## src/inc/operand_decoder_params.svh

```systemverilog
// Constants of the operand field decoder.
// Summary of operation
// - Opcode 04 takes source byte, then destination.
// - Escaped byte Ex selects working register x.
// - Bit index is three bits, zero to seven.
// - Direct address spans full sixteen bits.
// - Extended register address spans twelve bits.
// - Immediate is one full eight-bit byte.
// - Register pairs are even; odd pairs flagged.
// - Relative displacement added to next instruction.
// - Index byte offsets base register, signed.
// - Polarity bit chooses clear or set.
// - Vector number is a full eight-bit byte.
// - Condition in opcode bits 7:4 tests flags.
`ifndef OPERAND_DECODER_PARAMS_SVH
`define OPERAND_DECODER_PARAMS_SVH
`define OPC_ADD_REG     8'h04
`define ESC_NIBBLE      4'hE
`define CC_MSB          7
`define CC_LSB          4
`define BIT_POL_POS     7
`define BIT_IDX_MSB     6
`define BIT_IDX_LSB     4
`define LEN_ONE         3'h1
`define LEN_TWO         3'h2
`define LEN_THREE       3'h3
`define LEN_FOUR        3'h4
`define CC_ALWAYS_FALSE 4'h0
`define CC_ALWAYS_TRUE  4'h8
`endif

```

## src/inc/operand_decoder_pkg.sv

```systemverilog
// Types shared by the operand field decoder files.
package operand_decoder_pkg;
  typedef enum logic [3:0] {
    FMT_NONE  = 4'b0000, FMT_R_R   = 4'b0001, FMT_R_IM  = 4'b0010,
    FMT_ER_ER = 4'b0011, FMT_DA    = 4'b0100, FMT_JPCC  = 4'b0101,
    FMT_JRCC  = 4'b0110, FMT_RR    = 4'b0111, FMT_WPAIR = 4'b1000,
    FMT_X     = 4'b1001, FMT_BIT   = 4'b1010, FMT_VEC   = 4'b1011,
    FMT_ER_IM = 4'b1100
  } format_t;
  typedef enum logic [1:0] {
    ST_IDLE    = 2'b00,
    ST_COLLECT = 2'b01,
    ST_DECODE  = 2'b10
  } dec_state_t;
endpackage : operand_decoder_pkg

```

## src/rtl/operand_field_decoder.sv

```systemverilog
// Operand field decoder: gathers object code bytes and splits operand fields.
`timescale 1ns/1ps
`include "operand_decoder_params.svh"
module operand_field_decoder (
  input  wire logic                          i_sys_clk,
  input  wire logic                          i_rst_n,
  input  wire logic                          i_code_valid,
  input  wire logic [7:0]                    i_code_byte,
  input  wire operand_decoder_pkg::format_t  i_format,
  input  wire logic [15:0]                   i_instr_addr,
  input  wire logic [7:0]                    i_working_bank_pointer,
  input  wire logic [3:0]                    i_flags,
  output logic                               o_ready,
  output logic                               o_done,
  output logic [7:0]                         o_opcode,
  output logic [11:0]                        o_src_addr,
  output logic [11:0]                        o_dst_addr,
  output logic [7:0]                         o_immediate_operand,
  output logic [15:0]                        o_direct_address_operand,
  output logic [15:0]                        o_target_addr,
  output logic [11:0]                        o_index_addr,
  output logic [2:0]                         o_bit_idx,
  output logic                               o_polarity,
  output logic [7:0]                         o_vector,
  output logic [3:0]                         o_branch_condition_field,
  output logic                               o_branch_taken,
  output logic                               o_operand_err
);
  import operand_decoder_pkg::*;

  dec_state_t  state_q, state_d;
  format_t     fmt_q, fmt_in;
  logic [7:0]  bytes_q [0:2];
  logic [1:0]  cnt_q;
  logic [2:0]  len_q, len_in;
  logic [15:0] addr_q;
  logic [7:0]  rp_q;
  logic        taken_w;
  logic [15:0] idx_off_w;

  // Instruction length in bytes, opcode included.
  function automatic logic [2:0] fmt_len(input format_t f);
    unique case (f)
      FMT_NONE:                                fmt_len = `LEN_ONE;
      FMT_JRCC, FMT_RR, FMT_WPAIR, FMT_BIT,
      FMT_VEC:                                 fmt_len = `LEN_TWO;
      FMT_R_R, FMT_R_IM, FMT_DA, FMT_JPCC,
      FMT_X:                                   fmt_len = `LEN_THREE;
      FMT_ER_ER, FMT_ER_IM:                    fmt_len = `LEN_FOUR;
      default:                                 fmt_len = `LEN_ONE;
    endcase
  endfunction : fmt_len

  // Eight-bit register field to a 12-bit location; an escaped byte picks a
  // working register inside the bank that the pointer selects.
  function automatic logic [11:0] reg8_map(input logic [7:0] b,
                                           input logic [7:0] rp);
    if (b[7:4] == `ESC_NIBBLE) begin
      reg8_map = {rp[3:0], rp[7:4], b[3:0]};
    end else begin
      reg8_map = {4'h0, b};
    end
  endfunction : reg8_map

  // Working register number to its 12-bit location.
  function automatic logic [11:0] work_map(input logic [3:0] n,
                                           input logic [7:0] rp);
    work_map = {rp[3:0], rp[7:4], n};
  endfunction : work_map

  // Signed byte widened so that negative offsets wrap.
  function automatic logic [15:0] sext8(input logic [7:0] d);
    sext8 = {{8{d[7]}}, d};
  endfunction : sext8

  // The add-register opcode has a fixed layout, whatever the caller says.
  assign fmt_in = (i_code_byte == `OPC_ADD_REG) ? FMT_R_R : i_format;
  assign len_in = fmt_len(fmt_in);

  // The index byte is widened once here, as a call result cannot be part-selected.
  assign idx_off_w = sext8(bytes_q[1]);

  // Flag test runs on the live flags at decode time.
  branch_condition_eval branch_condition_eval_inst (
    .i_branch_condition_field (o_opcode[`CC_MSB:`CC_LSB]),
    .i_flags                  (i_flags),
    .o_taken                  (taken_w)
  );

  // Sequencer: take opcode, gather operand bytes, then one decode cycle.
  always_comb begin
    state_d = state_q;
    unique case (state_q)
      ST_IDLE: begin
        if (i_code_valid) begin
          state_d = (len_in == `LEN_ONE) ? ST_DECODE : ST_COLLECT;
        end
      end
      ST_COLLECT: begin
        if (i_code_valid && ({1'b0, cnt_q} == len_q - `LEN_TWO)) begin
          state_d = ST_DECODE;
        end
      end
      ST_DECODE: state_d = ST_IDLE;
      default:   state_d = ST_IDLE;
    endcase
  end

  always_ff @(posedge i_sys_clk or negedge i_rst_n) begin
    if (!i_rst_n) begin
      state_q <= ST_IDLE;
      o_ready <= 1'b0;
    end else begin
      state_q <= state_d;
      o_ready <= (state_d != ST_DECODE);
    end
  end

  // Opcode capture with its format, length, address and bank pointer.
  always_ff @(posedge i_sys_clk or negedge i_rst_n) begin
    if (!i_rst_n) begin
      o_opcode <= 8'h00;
      fmt_q    <= FMT_NONE;
      len_q    <= `LEN_ONE;
      addr_q   <= 16'h0000;
      rp_q     <= 8'h00;
    end else if (state_q == ST_IDLE && i_code_valid) begin
      o_opcode <= i_code_byte;
      fmt_q    <= fmt_in;
      len_q    <= len_in;
      addr_q   <= i_instr_addr;
      rp_q     <= i_working_bank_pointer;
    end
  end

  // Operand bytes are stored in arrival order; meaning comes from format.
  always_ff @(posedge i_sys_clk or negedge i_rst_n) begin
    if (!i_rst_n) begin
      cnt_q      <= 2'h0;
      bytes_q[0] <= 8'h00;
      bytes_q[1] <= 8'h00;
      bytes_q[2] <= 8'h00;
    end else if (state_q == ST_IDLE) begin
      cnt_q <= 2'h0;
    end else if (state_q == ST_COLLECT && i_code_valid) begin
      bytes_q[cnt_q] <= i_code_byte;
      cnt_q          <= cnt_q + 2'h1;
    end
  end

  // Field split, done in the decode cycle so bytes stay stable afterwards.
  always_ff @(posedge i_sys_clk or negedge i_rst_n) begin
    if (!i_rst_n) begin
      o_done                   <= 1'b0;
      o_src_addr               <= 12'h000;
      o_dst_addr               <= 12'h000;
      o_immediate_operand      <= 8'h00;
      o_direct_address_operand <= 16'h0000;
      o_target_addr            <= 16'h0000;
      o_index_addr             <= 12'h000;
      o_bit_idx                <= 3'h0;
      o_polarity               <= 1'b0;
      o_vector                 <= 8'h00;
      o_branch_condition_field <= 4'h0;
      o_branch_taken           <= 1'b0;
      o_operand_err            <= 1'b0;
    end else begin
      o_done <= (state_q == ST_DECODE);
      if (state_q == ST_DECODE) begin
        o_operand_err            <= 1'b0;
        o_branch_taken           <= 1'b0;
        o_branch_condition_field <= o_opcode[`CC_MSB:`CC_LSB];
        unique case (fmt_q)
          FMT_R_R: begin
            o_src_addr <= reg8_map(bytes_q[0], rp_q);
            o_dst_addr <= reg8_map(bytes_q[1], rp_q);
          end
          FMT_R_IM: begin
            o_dst_addr          <= reg8_map(bytes_q[0], rp_q);
            o_immediate_operand <= bytes_q[1];
          end
          FMT_ER_ER: begin
            o_src_addr <= {bytes_q[0], bytes_q[1][7:4]};
            o_dst_addr <= {bytes_q[1][3:0], bytes_q[2]};
          end
          FMT_ER_IM: begin
            o_immediate_operand <= bytes_q[0];
            o_dst_addr          <= {bytes_q[1], bytes_q[2][7:4]};
          end
          FMT_DA: begin
            o_direct_address_operand <= {bytes_q[0], bytes_q[1]};
          end
          FMT_JPCC: begin
            o_direct_address_operand <= {bytes_q[0], bytes_q[1]};
            o_target_addr            <= {bytes_q[0], bytes_q[1]};
            o_branch_taken           <= taken_w;
          end
          FMT_JRCC: begin
            // Relative jumps count from the byte after this instruction.
            o_target_addr  <= addr_q + {13'h0000, len_q} + sext8(bytes_q[0]);
            o_branch_taken <= taken_w;
          end
          FMT_RR: begin
            o_dst_addr    <= reg8_map(bytes_q[0], rp_q);
            o_operand_err <= bytes_q[0][0];
          end
          FMT_WPAIR: begin
            o_dst_addr    <= work_map(bytes_q[0][7:4], rp_q);
            o_src_addr    <= work_map(bytes_q[0][3:0], rp_q);
            o_operand_err <= bytes_q[0][0];
          end
          FMT_X: begin
            o_dst_addr   <= work_map(bytes_q[0][7:4], rp_q);
            o_src_addr   <= work_map(bytes_q[0][3:0], rp_q);
            // Only the low 12 bits of the widened sum address the file.
            o_index_addr <= work_map(bytes_q[0][3:0], rp_q)
                            + idx_off_w[11:0];
          end
          FMT_BIT: begin
            o_polarity <= bytes_q[0][`BIT_POL_POS];
            o_bit_idx  <= bytes_q[0][`BIT_IDX_MSB:`BIT_IDX_LSB];
            o_dst_addr <= work_map(bytes_q[0][3:0], rp_q);
          end
          FMT_VEC: begin
            o_vector <= bytes_q[0];
          end
          FMT_NONE: begin
            o_operand_err <= 1'b0;
          end
          default: begin
            o_operand_err <= 1'b1;
          end
        endcase
      end
    end
  end
endmodule : operand_field_decoder

```

## src/rtl/branch_condition_eval.sv

```systemverilog
// Flag test for the branch condition field of conditional jumps.
`timescale 1ns/1ps
`include "operand_decoder_params.svh"
module branch_condition_eval (
  input  wire logic [3:0] i_branch_condition_field,
  input  wire logic [3:0] i_flags,
  output logic            o_taken
);
  logic c_f, z_f, s_f, v_f;
  logic base;
  assign {c_f, z_f, s_f, v_f} = i_flags;
  // Codes 8..F are the negation of codes 0..7, so only the low half is tabled.
  always_comb begin
    unique case (i_branch_condition_field[2:0])
      3'h0:    base = 1'b0;
      3'h1:    base = s_f ^ v_f;
      3'h2:    base = z_f | (s_f ^ v_f);
      3'h3:    base = c_f | z_f;
      3'h4:    base = v_f;
      3'h5:    base = s_f;
      3'h6:    base = z_f;
      3'h7:    base = c_f;
    endcase
    o_taken = base ^ i_branch_condition_field[3];
  end
endmodule : branch_condition_eval

```

## config.mk

```make
export PLATFORM = sky130hd
export DESIGN_NAME = operand_field_decoder
export DESIGN_NICKNAME = d
export VERILOG_FILES = /design/src/inc/operand_decoder_pkg.sv /design/src/rtl/operand_field_decoder.sv /design/src/rtl/branch_condition_eval.sv
export VERILOG_INCLUDE_DIRS = /design/src /design/src/inc
export SDC_FILE = /design/constraint.sdc
export NUM_CORES = 1
export LEC_CHECK = 0
export BUFFER_PORTS_ARGS = -buffer_cell sky130_fd_sc_hd__buf_2
export CORE_MARGIN = 3
export CORE_UTILIZATION = 30
export DETAILED_ROUTE_END_ITERATION = 6
export GPL_TIMING_DRIVEN = 0
export PLACE_DENSITY = 0.55
export SYNTH_ARGS = -nofsm -noshare
export SYNTH_HDL_FRONTEND = slang
export SYNTH_SLANG_ARGS = --single-unit
```

## constraint.sdc

```tcl
create_clock -name i_sys_clk -period 3 [get_ports i_sys_clk]
set_clock_uncertainty 0.1 [all_clocks]
set_input_delay 0.15 -clock i_sys_clk [delete_from_list [all_inputs] [get_ports i_sys_clk]]
set_output_delay 0.15 -clock i_sys_clk [all_outputs]
set_load 0.03 [all_outputs]
```

======== Word-level counts from Yosys, hierarchy flattened ========
Memory sizes are Yosys's and may differ from the RTL's.
Cells that the tools add are included.
cells by class
  bitwise logic cells ..................... 6
  $add $sub $neg .......................... 5
  equal/unequal tests ..................... 27
  $lt $le $gt $ge ......................... 2
  muxes and demuxes ....................... 19
  reduce and logical (&&, ||, !) cells .... 27
operators by type and width
  kind                  count
  $pmux W12 S6          1
  $pmux W12 S3          1
  $pmux W16 S2          1
  $eq A4 B4 Y1 const B  7
  $bwmux W24            1
  $mux W12              2
  $reduce_and A2 Y1     9
  $add A16 B16 Y16      1
  $add A16 B3 Y16       1
  $demux W8 S2          1
  $eq A4 B3 Y1 const B  4
  $pmux W8 S2           1
  $add A12 B12 Y12      1
  $eq A3 B3 Y1 const B  4
  $reduce_or A11 Y1     1
  $mux W2               5
  $reduce_or A2 Y1      5
  $eq A4 B2 Y1 const B  2
  $eq A8 B3 Y1 const B  1
  $mux W8               1
  $pmux W1 S8           1
  $eq A3 B1 Y1 const B  2
  $eq A3 B2 Y1 const B  2
  $reduce_bool A2 Y1    3
  other kinds (23)      28
storage, ports and cells
  logic and storage cells ................. 111
  memories kept ........................... 1
  flip-flop bits (word level) ............. 163
  bits in read-only memories .............. 48
  bits of input ports ..................... 43
  output and inout bits ................... 104
memories
  memory           words  width  rd ports  clocked after Yosys merged registers in  wr ports  line                         source
  (no name shown)  16     3      1         0                                        0         operand_field_decoder.sv:43  unique case (f)

======== Longest topological paths before layout ========
An unclocked memory read counts as a cell.
  depth after elaboration ................. 8
  mapped depth ............................ 13
  mapped depth without buffers ............ 12

======== Cells and area by module ========
From an unflattened synthesis, not the netlist that was laid out.
second synthesis, totals
  cells, all modules ...................... 857
  area, all modules ....................... 8613.3 µm²
by module, submodules not included
  module                 area an instance (µm²)  instances  cells an instance  sequential area each (µm²)
  operand_field_decoder  8538.2                  1          847                4080.2
  branch_condition_eval  75.1                    1          10                 0.0

======== Worst setup path after synthesis ========
No wires, ideal clock.
  path type ............................... flip-flop to flip-flop
  start point ............................. register bytes_q[16] (netlist bit)
  end point ............................... register o_target_addr[15]
  arrival ................................. 2.572 ns
  path buffers ............................ 1
  stages on the path, launching flop included .. 14
  clock period less this slack ............ 2.815 ns
  path slack .............................. 0.185 ns
  library setup time ...................... 0.142 ns
  required time ........................... 2.758 ns
  path through ............................ dfrtp_1 > clkbuf_1 > inv_1 > fa_1 > inv_1 > ha_1 > inv_1 > fa_1 > nor2b_1 > o31a_1 > o31a_1 > o2bb2ai_1 > xnor2_1 > o221ai_1
between the ends
  word-level cells in the longest chain between the ends .. 2
RTL lines
  what                               line                          source
  from (decl)                        operand_field_decoder.sv:33   logic [7:0] bytes_q [0:2];
  from (signal, indexed assignment)  operand_field_decoder.sv:146  bytes_q[cnt_q] <= i_code_byte;
  $add A16 B16 Y16                   operand_field_decoder.sv:200  o_target_addr <= addr_q + {13'h0000, len_q} + sext8(bytes_q[0]);
  $pmux W16 S2                       operand_field_decoder.sv:173  unique case (fmt_q)
  to (signal assigned)               operand_field_decoder.sv:195  o_target_addr <= {bytes_q[0], bytes_q[1]};
  to (signal assigned)               operand_field_decoder.sv:200
  to (decl)                          operand_field_decoder.sv:20   output logic [15:0] o_target_addr,
Every way passes these cells.
A chain may end at the register's enable or synchronous reset.

======== Final worst setup path ========
  start point ............................. register bytes_q[17] (netlist bit)
  end point ............................... register o_target_addr[9]
between the ends
  word-level cells in the longest chain between the ends .. 2
RTL lines
  what              line
  $add A16 B16 Y16  operand_field_decoder.sv:200
  $pmux W16 S2 *    operand_field_decoder.sv:173
Mark *: on every way between the ends. The rest lies on a longest branch, timed or not.

==> results.txt <==
----------------------------------------------------
[Outcome]
  Run status ... complete, no violations

[Drt]
  Total via count in the routed design ... 7,567
  Antenna-violating nets left ... 0
  Pre-Repair DR Iteration Count ... 5
  Final routed DRC violation total ... 0
  Total wirelength of the detailed-routed design ... 28,100 µm
  Number of vias per cell ... 4.95
  Mean routed wirelength per cell ... 18.3 µm
  Iter 0 DRT Violations ... 648

[Setup path]
  Worst path required time ... 3.19 ns
  Worst R2R Setup Slack ... 0.07 ns
  Worst setup endpoint ... o_target_addr[9]
  Max incr delay on CP ... 0.57 ns
  Terminus of the critical flop-to-flop path ... o_target_addr[9]
  Type of origin of the critical path ... flip-flop
  Start of the worst register-to-register path ... bytes_q[17]
  Instance count on the critical path ... 10
  Most frequent cell on the critical path ... o31a_1
  Sequence of cells on the critical path ... fa_1 -> ha_2 -> inv_2 -> fa_2 -> nor2b_4 -> o31a_1 -> o31a_1 -> o22ai_2 -> xor2_2 -> o221ai_2
  Kind of capture point of the worst setup path ... flip-flop
  Class of the most critical setup path ... flip-flop to flip-flop
  Start point of the critical path ... bytes_q[17]
  Count of cells along the worst register-to-register path ... 10
  Crit path buf inv count ... 1
  Largest delay contributor family on the critical path ... adder cells
  Highest net fanout along the worst path ... 4
  Slowest stage cell on the critical path ... fa_1
  Arrival time at the worst endpoint ... 3.13 ns

[STA]
  Worst rel slew slack ... 37.8%
  Post-route clock period utilization ... 97.7%
  Finish-stage setup viols ... 0
  Achievable frequency ... 341 MHz
  Unrepaired setup endpoints after global routing ... true
  Count of final max-slew check failures ... 0
  Post-route worst hold slack ... 0.102 ns
  Worst Tran Pin Value ... 0.933 ns
  Tmin final ... 2.93 ns
  Final Hold Violating Endpoints ... 0

[Synthesis]
  Mean instance size in the synthesized netlist ... 9.67 µm²
  Count of yosys warnings during synthesis ... 0
  Most used flip-flop cell after synthesis ... dfrtp_1
  Multiplexer fraction of the synthesized cell area ... 8.78%
  Share of the synthesized area in compound gates (AO/OA/AOI/OAI) ... 15.7%
  Share of synthesized cell area in and, or, nand and nor gates ... 17.0%
  Xor and xnor area share after synthesis ... 2.06%
  Number of flops mapped to enable cells by yosys ... 0
  Area share of fa/ha/maj cells after synthesis ... 7.01%
  Combinational family with the most area after synthesis ... simple AND/OR/NAND/NOR gates
  Share of Yosys cell area claimed by the top area cell type ... 45.4%
  Net count after synthesis ... 1,013
  Synthesized instance count ... 923
  Top cells by area in the synthesized netlist ... dfrtp_1 45%, nand2_1 8.5%, mux2_2 6.8%
  Cell taking the most area after synthesis ... dfrtp_1
  Netlist cell types ... 71
  Part of the Yosys area used for sequential elements ... 45.7%
  Post-synthesis instance area ... 0.00892 mm²
  Number of synthesized register bits ... 163
  Share of synthesized flip-flops with an asynchronous set or reset ... 100%

[Floorplanning]
  Total I/O pin count ... 147
  Chip width ... 178 µm
  Area of the die ... 0.0319 mm²
  Vertical extent of the die ... 178 µm
  Initial Util ... 30.8%
  Area of the placeable core ... 0.0290 mm²
  Std-Cell Rows ... 62

[Finish]
  Signed area change from the synthesized netlist to the final layout ... 26.0%
  Layout cell share with drive strength beyond 1 ... 26.0%
  Top library cells by usage in the layout, fill and taps aside ... 202 x nand2_1, 160 x dfrtp_1, 156 x buf_2
  Net count, final ... 1,223
  Filler cell count ... 2,995
  Leading cell type in the layout, fill and taps excluded ... nand2_1
  Final antenna diode count ... 0
  Filler-free cell count of the finished design ... 1,530

[Power and ir drop]
  Leakage power ... 5.43 nW
  Power density over the cells ... 1270 mW/mm²
  Maximum vdd drop ... 0.491 mV

[Place]
  Estimated wirelength of the detail-placed design ... 20,700 µm
  Final estimated routing congestion in global placement ... 0.882
  Number of buffer cells added on primary ports ... 146
  Placed Instances ... 1,454

[Clock network]
  TritonCTS clock tree ... yes
  Total clock buffers created by CTS ... 17
  Clock tree root driver cell ... clkbuf_16
  Clock latency of the later-clocked register in the worst-skew pair ... 0.43 ns
  H-tree level count ... 4
  Largest buffer count on any clock path ... 2
  Clock transition at path regs ... 0.07 ns
  Number of sinks handled by clock tree synthesis ... 163

[Global route]
  First-pass GRT wire length ... 43,100 µm
  Total Routing Usage GR ... 17.7%
  Initial antenna violation count ... 0
  GRT Residual Overflow ... 0
  Maximum number of pins on one net before global-route repair ... 115
  Number of global-route vias before repair ... 7,358

[Job]
  Count of max-cap constraint violations ... 0

[Min path]
  Worst min path class ... primary input to async pin

----------------------------------------------------
## repair_timing
action / in CTS / in global routing
cloned: 0 / 0
endpoints found under the hold margin: 98 / 0
pin swaps: 3 / 8
hold buffers: 38 / 0
setup buffers: 3 / 3
setup endpoints to repair: 10 / 7
resized for setup: 6 / 14
## worst min-delay path by stage
stage / start / endpoint / slack, ns
2_1_floorplan: i_rst_n / addr_q[0] / -0.25
3_3_place_gp: i_instr_addr[11] / addr_q[11] / 0.24
3_5_place_dp: i_rst_n / addr_q[10] / -0.008
4_1_cts: i_rst_n / addr_q[10] / 0.12
5_1_grt: i_rst_n / addr_q[10] / 0.15
6_report: i_rst_n / addr_q[10] / 0.10
## registers in the layout (all words and copies together) (netlist names), 3 cells and up
name / cells
o_bit_idx: 3
len_q: 3
o_direct_address_operand: 16
addr_q: 16
o_dst_addr: 12
o_src_addr: 12
o_immediate_operand: 8
fmt_q: 4
o_target_addr: 16
o_vector: 8
bytes_q: 24
o_index_addr: 12
o_branch_condition_field: 4
o_opcode: 8
rp_q: 8
## cells in the mapped netlist, types with 12 or more instances
master      n
nand2_1   202
dfrtp_1   162
o21ai_0    63
a21oi_1    56
mux2_2     54
nor2_1     46
ha_1       42
clkbuf_1   24
inv_1      23
nor2b_1    22
mux2i_1    16
xnor2_1    16
nand2b_1   12
o21ai_1    12
## layout make-up
class	count	area, µm²	share of cell area (%)
Clock buffer	17	425	3.78
Timing Repair Buffer	191	1190	10.6
Clock inverter	15	155	1.38
Multi-Input combinational cell	689	4570	40.6
Inverter	23	86.3	0.768
Buffer	48	258	2.29
Tap cell	384	480	4.27
Sequential cell	163	4080	36.3
## worst register-to-register path: stages (launching register included)
cell      delay (ns)
dfrtp_1         0.46
fa_1            0.57
ha_2            0.20
inv_2           0.04
fa_2            0.39
nor2b_4         0.15
o31a_1          0.20
o31a_1          0.24
o22ai_2         0.13
xor2_2          0.19
o221ai_2        0.12
## metal layers
metal | vias up | GRT usage, % | routed length, µm
met4 | 0 | 4.12 | 367
met2 | 203 | 28.4 | 13000
met5 | - | 0 | 0
met3 | 24 | 3.34 | 1420
li1 | 3650 | - | -
met1 | 3690 | 24.8 | 13300
## logic make-up after synthesis
family,Yosys count
buffers and inverters,71
AOI/OAI and AO/OA,218
and+or+nand+nor,332
DFF,163
xor gates and xnor gates,21
adders and majority gates,47
muxes,71
## where the power goes
part	internal, W	switching, W
logic	0.00306	0.00500
clock network	0.00123	0.000969
registers	0.00315	0.000930
total	0.00744	0.00690
## stage by stage
step / setup slack, ns / TNS (ns) / area, µm² / util (%) / power, W
after floorplan: 0.185 / 0 / 8920 / - / 0.00937
after global placement: -0.954 / -154.58 / 10100 / 34.9 / 0.0118
after detailed placement: -0.601 / -3.29 / 10200 / 35.1 / 0.0118
after CTS: 0.00255 / 0 / 11200 / 38.5 / 0.0142
after global routing: -0.0357 / -0.104 / 11200 / 38.8 / 0.0154
final: 0.0676 / 0 / 11200 / 38.8 / 0.0143
No activity file was read; power rests on OpenSTA's default activity.
